--- config.mk ---
export PLATFORM = sky130hd
export DESIGN_NAME = domain_name_hash_ident
export DESIGN_NICKNAME = d
export VERILOG_FILES = /design/src/hdl/dn_hash_pkg.sv /design/src/hdl/hash_link_if.sv /design/src/hdl/codeword_packer.sv /design/src/hdl/stride_hasher.sv /design/src/hdl/domain_name_hash_ident.sv
export VERILOG_INCLUDE_DIRS = /design/src /design/src/hdl
export SDC_FILE = /design/constraint.sdc
export NUM_CORES = 2
export LEC_CHECK = 0
export ABC_AREA = 1
export BUFFER_PORTS_ARGS = -buffer_cell sky130_fd_sc_hd__buf_2
export CORE_MARGIN = 2
export CORE_UTILIZATION = 50
export CTS_BUF_LIST = sky130_fd_sc_hd__clkbuf_16
export DETAILED_ROUTE_END_ITERATION = 8
export GPL_ROUTABILITY_DRIVEN = 0
export HOLD_SLACK_MARGIN = 0.15
export PLACE_DENSITY = 0.79
export SYNTH_ARGS = -nofsm -noshare
export SYNTH_HDL_FRONTEND = slang
export SYNTH_HIERARCHICAL = 1
export SYNTH_SLANG_ARGS = --single-unit
--- constraint.sdc ---
create_clock -name clk_in -period 4.4 [get_ports clk_in]
set_input_delay 0.88 -clock clk_in [delete_from_list [all_inputs] [get_ports clk_in]]
set_output_delay 0.88 -clock clk_in [all_outputs]
set_load 0.02 [all_outputs]
--- src/hdl/dn_hash_cfg.svh ---
// Constants of the domain name tag generator: sizes, limits and key values.
// Assumes inclusion by bare name from the package and the design modules.
`ifndef DN_HASH_CFG_SVH
`define DN_HASH_CFG_SVH

// ----------------------------------------
// Sizes
// ----------------------------------------
`define NAME_BYTES   32
`define NAME_BITS    256
`define TAG_BITS     16
`define CW_BITS      224
`define SYM_W        7
`define LEN_STEP     8'h07
`define LAST_BYTE    5'h1f
`define LAST_PICK    4'hf

// ----------------------------------------
// Byte filter and hash keys
// ----------------------------------------
`define MIN_BYTE     8'h20
`define KEY_MIN      4'h2
`define KEY_MAX      4'h9
`define KEY_DEFAULT  4'h4

`endif

--- src/hdl/dn_hash_pkg.sv ---
// Types shared by the domain name tag generator modules.
// Assumes dn_hash_cfg.svh is on the include path.
`include "dn_hash_cfg.svh"

package dn_hash_pkg;

	// ----------------------------------------
	// Data types
	// ----------------------------------------
	typedef logic [3:0]               key_t;
	typedef logic [`TAG_BITS-1:0]     tag_t;
	typedef logic [7:0]               cw_len_t;
	typedef logic [`CW_BITS-1:0]      codeword_t;
	typedef logic [`NAME_BITS-1:0]    name_t;

	// Controller states
	typedef enum logic [2:0] {
		S_IDLE,
		S_PACK_GO,
		S_PACK_WAIT,
		S_HASH_GO,
		S_HASH_WAIT,
		S_READY,
		S_NAME_ERR
	} ctrl_state_t;

	// Byte takes part in the codeword
	function automatic logic keep_byte(input logic [7:0] b);
		return (b >= `MIN_BYTE);
	endfunction

endpackage

--- src/hdl/hash_link_if.sv ---
// Internal link between the tag controller, the codeword packer and the hasher.
// Assumes all three parties run on the same clock.
interface hash_link_if;
	import dn_hash_pkg::*;

	name_t     name;
	logic      pack_start;
	codeword_t codeword;
	cw_len_t   cw_len;
	logic      pack_done;
	logic      pack_empty;
	logic      hash_start;
	key_t      hash_key;
	logic      hash_done;
	tag_t      tag;

	modport ctrl   (output name, pack_start, hash_start, hash_key,
	                input  pack_done, pack_empty, hash_done, tag);
	modport packer (input  name, pack_start,
	                output codeword, cw_len, pack_done, pack_empty);
	modport hasher (input  codeword, cw_len, hash_start, hash_key,
	                output hash_done, tag);
endinterface

--- src/hdl/codeword_packer.sv ---
// Filters the stored domain name one byte a cycle and packs 7-bit groups.
// Assumes pack_start is a one-cycle pulse and the name holds still meanwhile.
`include "dn_hash_cfg.svh"

module codeword_packer
	import dn_hash_pkg::*;
(
	// Clock and reset
	input  wire logic clk_in,
	input  wire logic rst_b_in,
	// Link to controller and hasher
	hash_link_if.packer link
);

	logic       running;
	logic [4:0] byte_idx;
	logic [7:0] cur_byte;

	// Current name byte, first byte in the low bits
	assign cur_byte = link.name[{byte_idx, 3'h0} +: 8];

	// ----------------------------------------
	// Byte scan
	// ----------------------------------------
	// Walk bytes from first to last
	always_ff @(posedge clk_in or negedge rst_b_in) begin
		if (!rst_b_in) begin
			running  <= 1'b0;
			byte_idx <= 5'h00;
		end else if (link.pack_start) begin
			running  <= 1'b1;
			byte_idx <= 5'h00;
		end else if (running) begin
			byte_idx <= byte_idx + 5'h01;
			if (byte_idx == `LAST_BYTE) begin
				running <= 1'b0;
			end
		end
	end

	// ----------------------------------------
	// Codeword build
	// ----------------------------------------
	// Append low seven bits of surviving bytes upward from bit 0
	always_ff @(posedge clk_in or negedge rst_b_in) begin
		if (!rst_b_in) begin
			link.codeword <= '0;
			link.cw_len   <= 8'h00;
		end else if (link.pack_start) begin
			link.codeword <= '0;
			link.cw_len   <= 8'h00;
		end else if (running && keep_byte(cur_byte)) begin
			link.codeword[link.cw_len +: `SYM_W] <= cur_byte[6:0];
			link.cw_len <= link.cw_len + `LEN_STEP;
		end
	end

	// Completion pulse and empty-name flag
	always_ff @(posedge clk_in or negedge rst_b_in) begin
		if (!rst_b_in) begin
			link.pack_done  <= 1'b0;
			link.pack_empty <= 1'b0;
		end else begin
			link.pack_done <= running && (byte_idx == `LAST_BYTE);
			if (link.pack_start) begin
				link.pack_empty <= 1'b0;
			end else if (running && (byte_idx == `LAST_BYTE)) begin
				link.pack_empty <= (link.cw_len == 8'h00) && !keep_byte(cur_byte);
			end
		end
	end

endmodule

--- src/hdl/stride_hasher.sv ---
// Picks every m-th codeword bit with wrap-around until 16 bits are held.
// Assumes a codeword of at least seven bits and a key from two to nine.
`include "dn_hash_cfg.svh"

module stride_hasher
	import dn_hash_pkg::*;
(
	// Clock and reset
	input  wire logic clk_in,
	input  wire logic rst_b_in,
	// Link to controller and packer
	hash_link_if.hasher link
);

	logic       running;
	logic [3:0] picks;
	cw_len_t    ptr;
	key_t       key_l;

	// Advance pointer by key, modulo codeword length; two folds cover len >= 7
	function automatic cw_len_t wrap_ptr(input cw_len_t p, input key_t k, input cw_len_t n);
		cw_len_t t;
		t = p + {4'h0, k};
		if (t >= n) t = t - n;
		if (t >= n) t = t - n;
		return t;
	endfunction

	// ----------------------------------------
	// Pick sequencing
	// ----------------------------------------
	// Start at bit 0 and stride through the codeword
	always_ff @(posedge clk_in or negedge rst_b_in) begin
		if (!rst_b_in) begin
			running <= 1'b0;
			picks   <= 4'h0;
			ptr     <= 8'h00;
			key_l   <= `KEY_DEFAULT;
		end else if (link.hash_start) begin
			running <= 1'b1;
			picks   <= 4'h0;
			ptr     <= 8'h00;
			key_l   <= link.hash_key;
		end else if (running) begin
			picks <= picks + 4'h1;
			ptr   <= wrap_ptr(ptr, key_l, link.cw_len);
			if (picks == `LAST_PICK) begin
				running <= 1'b0;
			end
		end
	end

	// ----------------------------------------
	// Tag fill
	// ----------------------------------------
	// First pick lands in tag bit 0, later picks fill upward
	always_ff @(posedge clk_in or negedge rst_b_in) begin
		if (!rst_b_in) begin
			link.tag       <= '0;
			link.hash_done <= 1'b0;
		end else begin
			link.hash_done <= running && (picks == `LAST_PICK);
			if (running) begin
				link.tag[picks] <= link.codeword[ptr];
			end
		end
	end

endmodule

--- src/hdl/domain_name_hash_ident.sv ---
// Domain master's domain name tag generator and collision re-keying control.
// Assumes all inputs come from logic on clk_in; pulses last one cycle.
// Collisions seen while a re-key runs are held and serviced right after it.
// A name with no byte of 20 hex or above yields no tag and raises the error flag.
`include "dn_hash_cfg.svh"

module domain_name_hash_ident
	import dn_hash_pkg::*;
(
	// Clock and reset
	input  wire logic                  clk_in,
	input  wire logic                  rst_b_in,
	// Master role start and own name
	input  wire logic                  start_in,
	input  wire logic [`NAME_BITS-1:0] name_in,
	// Neighbour domain observation
	input  wire logic                  nbr_valid_in,
	input  wire logic [`TAG_BITS-1:0]  nbr_tag_in,
	input  wire logic [`NAME_BITS-1:0] nbr_name_in,
	// Collision reported by a node
	input  wire logic                  report_collision_in,
	// Tag and key for access plan frames
	output logic [`TAG_BITS-1:0]       domain_name_tag_out,
	output logic [3:0]                 hash_key_selector_out,
	output logic                       tag_valid_out,
	output logic                       tag_changed_out,
	// Status
	output logic                       busy_out,
	output logic                       name_error_out
);

	// ----------------------------------------
	// Internal state
	// ----------------------------------------
	hash_link_if link ();

	ctrl_state_t state;
	ctrl_state_t next_state;
	key_t        key;
	tag_t        tag;
	logic        tag_valid;
	logic        tag_changed;
	logic        name_error;
	logic        rekey_run;
	logic        pending;
	logic        nbr_match;
	logic        collide_event;
	logic        start_ok;
	logic        rekey_go;
	logic        pack_finish;
	logic        hash_finish;

	// Next alternative key: step through two..nine, skipping the default
	function automatic key_t next_alt_key(input key_t k);
		key_t n;
		n = (k >= `KEY_MAX) ? `KEY_MIN : k + 4'h1;
		if (n == `KEY_DEFAULT) begin
			n = n + 4'h1;
		end
		return n;
	endfunction

	// Settled states: no pack or hash is running, so a start may be taken
	// and busy is low; the last tag or the error flag stands meanwhile
	// Shared by the start decode and the busy output so the two never disagree
	function automatic logic settled(input ctrl_state_t s);
		return (s == S_IDLE) || (s == S_READY) || (s == S_NAME_ERR);
	endfunction

	// ----------------------------------------
	// Sub-blocks
	// ----------------------------------------
	// Byte filter and codeword packer
	codeword_packer i_codeword_packer (
		.clk_in   (clk_in),
		.rst_b_in (rst_b_in),
		.link     (link.packer)
	);

	// Stride hash over the codeword
	stride_hasher i_stride_hasher (
		.clk_in   (clk_in),
		.rst_b_in (rst_b_in),
		.link     (link.hasher)
	);

	// ----------------------------------------
	// Event decode
	// ----------------------------------------
	// Neighbour shows our tag while carrying a different name
	// Equal names are our own domain heard again, not a clash
	assign nbr_match = nbr_valid_in && tag_valid
	                   && (nbr_tag_in == tag)
	                   && (nbr_name_in != link.name);

	// Any collision that calls for a new key
	assign collide_event = nbr_match
	                       || (report_collision_in && tag_valid);

	// Start is taken when no computation runs
	assign start_ok = start_in && settled(state);

	// Re-key begins from the ready state
	// A start in the same cycle wins: a new role restarts from the default key
	assign rekey_go = !start_in
	                  && (state == S_READY)
	                  && (pending || collide_event);

	// ----------------------------------------
	// Completion decode
	// ----------------------------------------
	// Sub-block done pulses, qualified by the state that waits for them
	// One name for each, so every register below reacts to the same event
	assign pack_finish = (state == S_PACK_WAIT) && link.pack_done;
	assign hash_finish = (state == S_HASH_WAIT) && link.hash_done;

	// ----------------------------------------
	// Control state machine
	// ----------------------------------------
	// Next state selection
	always_comb begin
		next_state = state;
		unique case (state)
			S_IDLE: begin
				if (start_ok) begin
					next_state = S_PACK_GO;
				end
			end
			S_PACK_GO: begin
				next_state = S_PACK_WAIT;
			end
			S_PACK_WAIT: begin
				if (link.pack_done) begin
					next_state = link.pack_empty ? S_NAME_ERR : S_HASH_GO;
				end
			end
			S_HASH_GO: begin
				next_state = S_HASH_WAIT;
			end
			S_HASH_WAIT: begin
				if (link.hash_done) begin
					next_state = S_READY;
				end
			end
			S_READY: begin
				if (start_ok) begin
					next_state = S_PACK_GO;
				end else if (rekey_go) begin
					next_state = S_HASH_GO;
				end
			end
			S_NAME_ERR: begin
				if (start_ok) begin
					next_state = S_PACK_GO;
				end
			end
			// Unused code of the state register: recover to idle
			default: begin
				next_state = S_IDLE;
			end
		endcase
	end

	// State register
	always_ff @(posedge clk_in or negedge rst_b_in) begin
		if (!rst_b_in) begin
			state <= S_IDLE;
		end else begin
			state <= next_state;
		end
	end

	// ----------------------------------------
	// Link drive
	// ----------------------------------------
	// Start strobes follow the launch states
	assign link.pack_start = (state == S_PACK_GO);
	assign link.hash_start = (state == S_HASH_GO);
	assign link.hash_key   = key;

	// Own name captured when the master role starts
	always_ff @(posedge clk_in or negedge rst_b_in) begin
		if (!rst_b_in) begin
			link.name <= '0;
		end else if (start_ok) begin
			link.name <= name_in;
		end
	end

	// ----------------------------------------
	// Hash key
	// ----------------------------------------
	// Default key for a new role, next alternative on collision
	// The default is never an alternative, so a clash cannot bring it back
	always_ff @(posedge clk_in or negedge rst_b_in) begin
		if (!rst_b_in) begin
			key <= `KEY_DEFAULT;
		end else if (start_ok) begin
			key <= `KEY_DEFAULT;
		end else if (rekey_go) begin
			key <= next_alt_key(key);
		end
	end

	// Marks a run that replaces an advertised tag
	// Only such a run pulses tag_changed; a role's first tag is shown by tag_valid
	always_ff @(posedge clk_in or negedge rst_b_in) begin
		if (!rst_b_in) begin
			rekey_run <= 1'b0;
		end else if (start_ok) begin
			rekey_run <= 1'b0;
		end else if (rekey_go) begin
			rekey_run <= 1'b1;
		end
	end

	// ----------------------------------------
	// Collision memory
	// ----------------------------------------
	// Holds a collision seen while hashing; one seen in the ready state joins the re-key that clears it
	// Such an event may concern the old tag; a spare re-key beats a missed clash
	always_ff @(posedge clk_in or negedge rst_b_in) begin
		if (!rst_b_in) begin
			pending <= 1'b0;
		end else if (start_ok) begin
			pending <= 1'b0;
		end else if (collide_event && (state != S_READY)) begin
			pending <= 1'b1;
		end else if (rekey_go) begin
			pending <= 1'b0;
		end
	end

	// ----------------------------------------
	// Tag and status outputs
	// ----------------------------------------
	// Tag taken when the hasher finishes
	always_ff @(posedge clk_in or negedge rst_b_in) begin
		if (!rst_b_in) begin
			tag <= '0;
		end else if (hash_finish) begin
			tag <= link.tag;
		end
	end

	// Tag valid once the default-key tag exists; old tag stays during re-key
	always_ff @(posedge clk_in or negedge rst_b_in) begin
		if (!rst_b_in) begin
			tag_valid <= 1'b0;
		end else if (start_ok) begin
			tag_valid <= 1'b0;
		end else if (hash_finish) begin
			tag_valid <= 1'b1;
		end
	end

	// One-cycle pulse when a re-keyed tag replaces the old one
	always_ff @(posedge clk_in or negedge rst_b_in) begin
		if (!rst_b_in) begin
			tag_changed <= 1'b0;
		end else begin
			tag_changed <= hash_finish && rekey_run;
		end
	end

	// Name without any usable byte
	always_ff @(posedge clk_in or negedge rst_b_in) begin
		if (!rst_b_in) begin
			name_error <= 1'b0;
		end else if (start_ok) begin
			name_error <= 1'b0;
		end else if (pack_finish) begin
			name_error <= link.pack_empty;
		end
	end

	// Port drive
	assign domain_name_tag_out   = tag;
	assign hash_key_selector_out = key;
	assign tag_valid_out         = tag_valid;
	assign tag_changed_out       = tag_changed;
	assign name_error_out        = name_error;
	assign busy_out              = !settled(state);

endmodule

After elaboration in Yosys (flattened, before gate mapping)
Cells that the tools add are included.
{"block": "totals", "reg_bits": 558, "inputBits": 533, "output_inout_bits": 24, "word_cells": 139}
{"block": "classes", "n_addsub": 9, "n_lt_le_gt_ge": 7, "eq_ne": 16, "n_shift": 3, "n_mux": 48, "reduce_logical": 35}
{"op": "2-to-1 mux 224 bit", "count": 2}
{"op": "inequality test 256 bit", "count": 1}
{"op": "indexed part select 256 x 9 -> 8 bit", "count": 1}
{"op": "bitwise mux 224 bit", "count": 1}
{"op": "variable shift 7 x 10 -> 224 bit (first input constant)", "count": 1}
{"op": "indexed part select 7 x 10 -> 224 bit", "count": 1}
{"op": "2-to-1 mux 8 bit", "count": 8}
{"op": "2-to-1 mux 4 bit", "count": 6}
{"op": "2-to-1 mux 1 bit", "count": 19}
{"op": "2-to-1 mux 3 bit", "count": 6}
{"op": "one-hot mux 3 bit (6 select lines)", "count": 1}
{"op": "bitwise mux 16 bit", "count": 1}
{"op": "== test 16 bit", "count": 1}
{"op": "greater-or-equal comparator 8 bit", "count": 2}
{"op": "logical AND 1 bit", "count": 16}
{"op": "subtractor 8 bit", "count": 2}
{"op": "nonzero test 2 bit", "count": 7}
{"op": "adder 4 x 1 -> 4 bit (second input constant)", "count": 3}
{"op": "2-to-1 mux 5 bit", "count": 2}
{"op": "negation 8 -> 10 bit", "count": 1}
{"op": "== test 3 bit (second input constant)", "count": 3}
{"op": "less-than comparator 8 x 9 -> 1 bit (second input constant)", "count": 1}
{"op": "adder 8 x 3 -> 8 bit (second input constant)", "count": 1}
{"op": "adder 8 x 4 -> 8 bit", "count": 1}
{"op": "other kinds (21)", "count": 30}

Depth between registers and ports, before layout
{"block": "logic_depth", "ltp_word": 9, "mapped_depth": 28, "mapped_depth_nobuf": 27}

Hierarchy
Netlist, hierarchy kept.
{"module": "codeword_packer", "n_inst": 1, "cells_each": 2657, "area_per_inst_um2": 16991.3, "seq_area_each_um2": 6005.8}
{"module": "domain_name_hash_ident", "n_inst": 1, "cells_each": 2220, "area_per_inst_um2": 15539.9, "seq_area_each_um2": 7108.1}
{"module": "stride_hasher", "n_inst": 1, "cells_each": 858, "area_per_inst_um2": 4837.1, "seq_area_each_um2": 852.1}

Worst setup path after synthesis
OpenSTA, ideal clock, no wires.
{"block": "synth_timing", "path_kind": "register -> register", "startpoint": "register i_stride_hasher.ptr[0]", "endpoint": "register i_stride_hasher.ptr[3]", "setup_time_ns": 0.137, "arrival_ns": 4.289, "required_time_ns": 4.263, "slack_ns": -0.026, "path_stages_with_launch": 29, "n_path_buf": 2, "period_less_slack_ns": 4.426, "path_cell_list": "dfrtp_1 -> ha_1 -> fa_1 -> nand3_1 -> nand2_1 -> nand2_1 -> nor2_1 -> xor2_1 -> ha_1 -> nand2_1 -> inv_1 -> a221oi_1 -> nand3_1 -> clkbuf_1 -> nand2_1 -> inv_1 -> nor2_1 -> inv_1 -> ha_1 -> fa_1 -> nor2_1 -> o21ai_0 -> nand2_1 -> nand2_1 -> nand3_1 -> clkbuf_1 -> a21oi_1 -> o21ai_0 -> o21ai_0"}
{"block": "synth_via", "elab_chain_cells": 9, "elab_cells_between_ends": 11, "cone_classes": "add/sub: 3; order compare: 2; mux: 6"}
{"element": "start, declared", "line_no": "stride_hasher.sv:17", "source": "cw_len_t ptr;"}
{"element": "start signal, assigned", "line_no": "stride_hasher.sv:46", "source": "ptr <= wrap_ptr(ptr, key_l, link.cw_len);"}
{"element": "adder 8 x 4 -> 8 bit (*)", "line_no": "stride_hasher.sv:23", "source": "t = p + {4'h0, k};"}
{"element": "subtractor 8 bit or greater-or-equal comparator 8 bit (tied branches)", "line_no": "stride_hasher.sv:24", "source": "if (t >= n) t = t - n;"}
{"element": "2-to-1 mux 8 bit (*)", "line_no": "stride_hasher.sv:24"}
{"element": "2-to-1 mux 8 bit (*)", "line_no": "stride_hasher.sv:44", "source": "end else if (running) begin"}
{"element": "2-to-1 mux 8 bit (*)", "line_no": "stride_hasher.sv:39", "source": "end else if (link.hash_start) begin"}
{"element": "subtractor 8 bit or greater-or-equal comparator 8 bit (tied branches)", "line_no": "stride_hasher.sv:25", "source": "if (t >= n) t = t - n;"}
{"element": "2-to-1 mux 8 bit (*)", "line_no": "stride_hasher.sv:25"}
{"element": "2-to-1 mux 8 bit (*)", "line_no": "stride_hasher.sv:44"}
{"element": "2-to-1 mux 8 bit (*)", "line_no": "stride_hasher.sv:39"}
Every way passes the cells marked *; elsewhere a longest branch is shown, timed or not. The select of a mux whose other input is x is not followed.
A chain may end at the register's enable or synchronous reset.

Worst setup path in the final report
{"block": "layout_timing", "startpoint": "register i_stride_hasher.ptr[0]", "endpoint": "register i_stride_hasher.ptr[7]"}
Same word-level chain as after synthesis.

==> flow_summary.yaml <==
yosys:
  ys_ff_latch: 558
  yosysWarnings: 6
  syn_nets: 6301
  ys_seq_area_frac: 0.374
  synth.distinct_cells: 53
  avgSynthCellArea_um2: 6.52
  synth_area_um2: 37400
  synth_cells: 5735
power_and_ir_drop:
  p_total_w: 0.0388
  power_density_nw_per_um2: 899
  leakagePower_nw: 22.7
  ir_drop_mv: 0.663
sta:
  maxSlewViolCount: 0
  relSlewSlack: 0.229
  post-route-min-period_ns: 4.43
  fin_hold_ws_ns: 0.285
  skew_ns: 0.0308
  fin_crit_sh: 1.01
  setup_ws_ns: -0.0259
  finalHoldViolCount: 0
  finalSetupViolCount: 3
  timing.fmax_mhz: 226
  worst_pin_slew_ns: 1.15
critical_path:
  cp_slowest_cell: "dfrtp_4"
  crit_fanout: 6
  endpoint_kind: "flop"
  critPathLaunch: "i_stride_hasher/ptr[0]"
  worstPathCellList: "ha_4, fa_2, nand3_2, nand2_2, nand2_2, nor2_1, xor2_1, ha_1, nand2_2, inv_2, a221oi_4, nand3_2, buf_6, buf_4, o21ai_1, ha_1, o21ai_1, nand2_1, nand2_1, nand3_2, buf_6, buf_4, nor2_1, o21ai_1"
  r2r_start: "i_stride_hasher/ptr[0]"
  cp.required_ns: 4.90
  path_class: "reg2reg"
  slowest_delay_ns: 0.48
  start_kind: "flop"
  cp.arrival_ns: 4.92
placed_design:
  numPortBuffers: 556
  postPlaceCellArea_um2: 40700
  dp_hpwl_mm: 105
global_routing:
  grt_pass1_wl_mm: 223
  grt_max_degree: 186
  antenna_found_initial: 43
  grt_pass1_vias: 38778
  grt_overflow: 0
  grtUsageTotal: 0.372
detailed_routing:
  dr.pass1.iters: 9
  vias: 41851
  drtAntennaViolNets: 0
  drt_iter0_drc: 5975
  wl_mm: 147
  avgViaCountPerCell: 5.78
  drc: 3
  detail_route.wl_per_cell_um: 20.4
clock_network:
  clkLatencyLatePin_ns: 0.63
  clkSinkCount: 558
  clock_path_buffers: 3
  numCtsBuffers: 67
  clkTransAtPathRegs_ns: 0.06
  root_buffer: "clkbuf_16"
  holdBufCountCts: 0
  cts_tree: "yes"
  h-tree-depth: 3
floorplanning:
  row_count: 100
  die_x_um: 277
  core_area_um2: 74200
  die_height_um: 277
  initial_core_util: 0.504
  pin_count: 557
  dieArea_um2: 76900
cells_and_area:
  drive_gt1_frac: 0.149
  area_growth_pct: 15.5
  stdcell_area_um2: 43200
  fillers: 6904
  fin_nets: 6750
  fin_util: 0.582
status:
  status: "finished, violations left"
  violations: "design-rule violations, negative setup slack"
flow_run:
  max_cap_violations: 0
worst_hold_path:
  hp-class: "in2async"
[flip-flops by register name, summed over array words and instances, names as in the netlist, 3 cells and up]
register	count
i_stride_hasher/ptr	8
i_stride_hasher/link.tag	16
link.name	256
i_stride_hasher/picks	4
domain_name_tag_out	16
i_stride_hasher/key_l	4
i_codeword_packer/link.codeword	224
i_codeword_packer/link.cw_len	8
i_codeword_packer/byte_idx	5
state	3
hash_key_selector_out	4
[cells in the mapped netlist (all sizes together)]
cell / n / area (um^2)
nand2: 2071 / 7820
nor2: 644 / 2460
nand3: 632 / 3210
dfrtp: 556 / 13900
inv: 549 / 2070
o21ai: 440 / 2220
buf: 226 / 1520
a21oi: 217 / 1090
xor2: 121 / 1070
clkbuf: 68 / 255
nand4: 52 / 340
ha: 30 / 375
o211ai: 22 / 165
nor3: 18 / 95.1
o22ai: 16 / 100
mux2: 12 / 135
o31ai: 8 / 60.1
or2: 6 / 37.5
xnor2: 6 / 52.6
nand3b: 5 / 37.5
o21a: 5 / 37.5
a31oi: 4 / 25.0
o21bai: 4 / 30.0
clkinv: 3 / 11.3
fa: 3 / 60.1
o2111ai: 3 / 26.3
a41oi: 2 / 17.5
dfstp: 2 / 52.6
nor4: 2 / 12.5
a211oi: 1 / 7.51
a21o: 1 / 7.51
a221oi: 1 / 8.76
a32oi: 1 / 8.76
and3: 1 / 6.26
o221ai: 1 / 8.76
o32ai: 1 / 8.76
o41ai: 1 / 8.76
[final cells by class]
| type | instances | area (um^2) | share of cell area |
|---|---|---|---|
| diodes | 37 | 92.6 | 0.00214 |
| clock buffers | 69 | 1730 | 0.0400 |
| clock inverters | 50 | 332 | 0.00768 |
| inverters | 552 | 2100 | 0.0486 |
| multi-input cells | 4331 | 19800 | 0.459 |
| flip-flops and latches | 558 | 14000 | 0.324 |
| well taps | 969 | 1210 | 0.0281 |
| repair buffers | 674 | 3910 | 0.0905 |
[per-stage QoR]
stage                     std cells  TNS [ns]  worst slack (ns)
after floorplan                5735         0            0.0570
after global placement         7079    -0.421           -0.0913
after detailed placement       7079     -1.10            -0.192
after CTS                      7201         0          0.000349
after global routing           7235     -1.35            -0.193
final                          7240   -0.0499           -0.0259
[where the power goes]
group	switching, W	internal (W)	leakage [nW]
registers	0.00176	0.00702	7.27
clock network	0.00234	0.00302	1.07
logic	0.0174	0.00728	14.4
[what timing repair did]
action	4_1_cts	5_1_grt
buffers inserted	2	3
gates cloned	1	0
pin swaps	5	28
resized for setup	14	61
endpoints found under the hold margin	0	0
setup endpoints to repair	8	8
[logic make-up (layout without fill, tap and decap cells)]
group	after synthesis	count (layout)	share of synthesized area
multiplexers	12	12	0.00362
AND/OR/NAND/NOR	3431	3431	0.375
buffers and inverters	846	1345	0.103
flip-flops	558	558	0.374
adder cells (fa/ha/maj)	33	33	0.0117
AO/OA/AOI/OAI	728	728	0.103
other	0	37	0
XOR/XNOR	127	127	0.0300
[layout by cell type, fill, tap and decap left out, types with 9 or more instances in the layout]
cell       instances
a21oi_1          212
buf_12            17
buf_2            555
buf_4             97
clkbuf_16         69
clkinv_1          17
clkinv_2          14
dfrtp_1          552
diode_2           37
ha_1              23
inv_1            512
inv_2             43
mux2_2            12
nand2_1         2046
nand2_2           22
nand3_1          619
nand3_2           13
nand4_1           51
nor2_1           625
nor2_2            13
nor3_1            15
o211ai_1          22
o21ai_0          248
o21ai_1          182
o21ai_2            9
o22ai_1           16
xor2_1           117
[worst max-delay path, delay by kind of cell (launching register included)]
| family | cells | cell delay, ns |
|---|---|---|
| AOI/OAI and AO/OA | 4 | 0.70 |
| adders and majority gates | 4 | 1.21 |
| DFF | 1 | 0.48 |
| and+or+nand+nor | 10 | 1.03 |
| buffers and inverters | 5 | 0.65 |
| xor gates and xnor gates | 1 | 0.22 |
[path summary, 6_finish.rpt]
check / to / slack (ns) / cells after the start
max: i_stride_hasher/ptr[7] / -0.03 / 24
min: link.name[107] / 0.29 / 1
max reg2reg: i_stride_hasher/ptr[7] / -0.03 / 24
min reg2reg: i_stride_hasher/key_l[2] / 0.48 / 2
max in group asynchronous: i_codeword_packer/link.codeword[217] / 2.97 / 2
min in group clk_in: link.name[24] / 0.45 / 3
[routing by layer]
layer  vias up  track usage  share of wire
met5         -            0        0.00097
met4        14        0.215          0.068
met3       656        0.112           0.14
met2      3017        0.545           0.42
met1     19045        0.488           0.37
li1      19119            -              -
No activity file was read; power rests on OpenSTA's default activity.
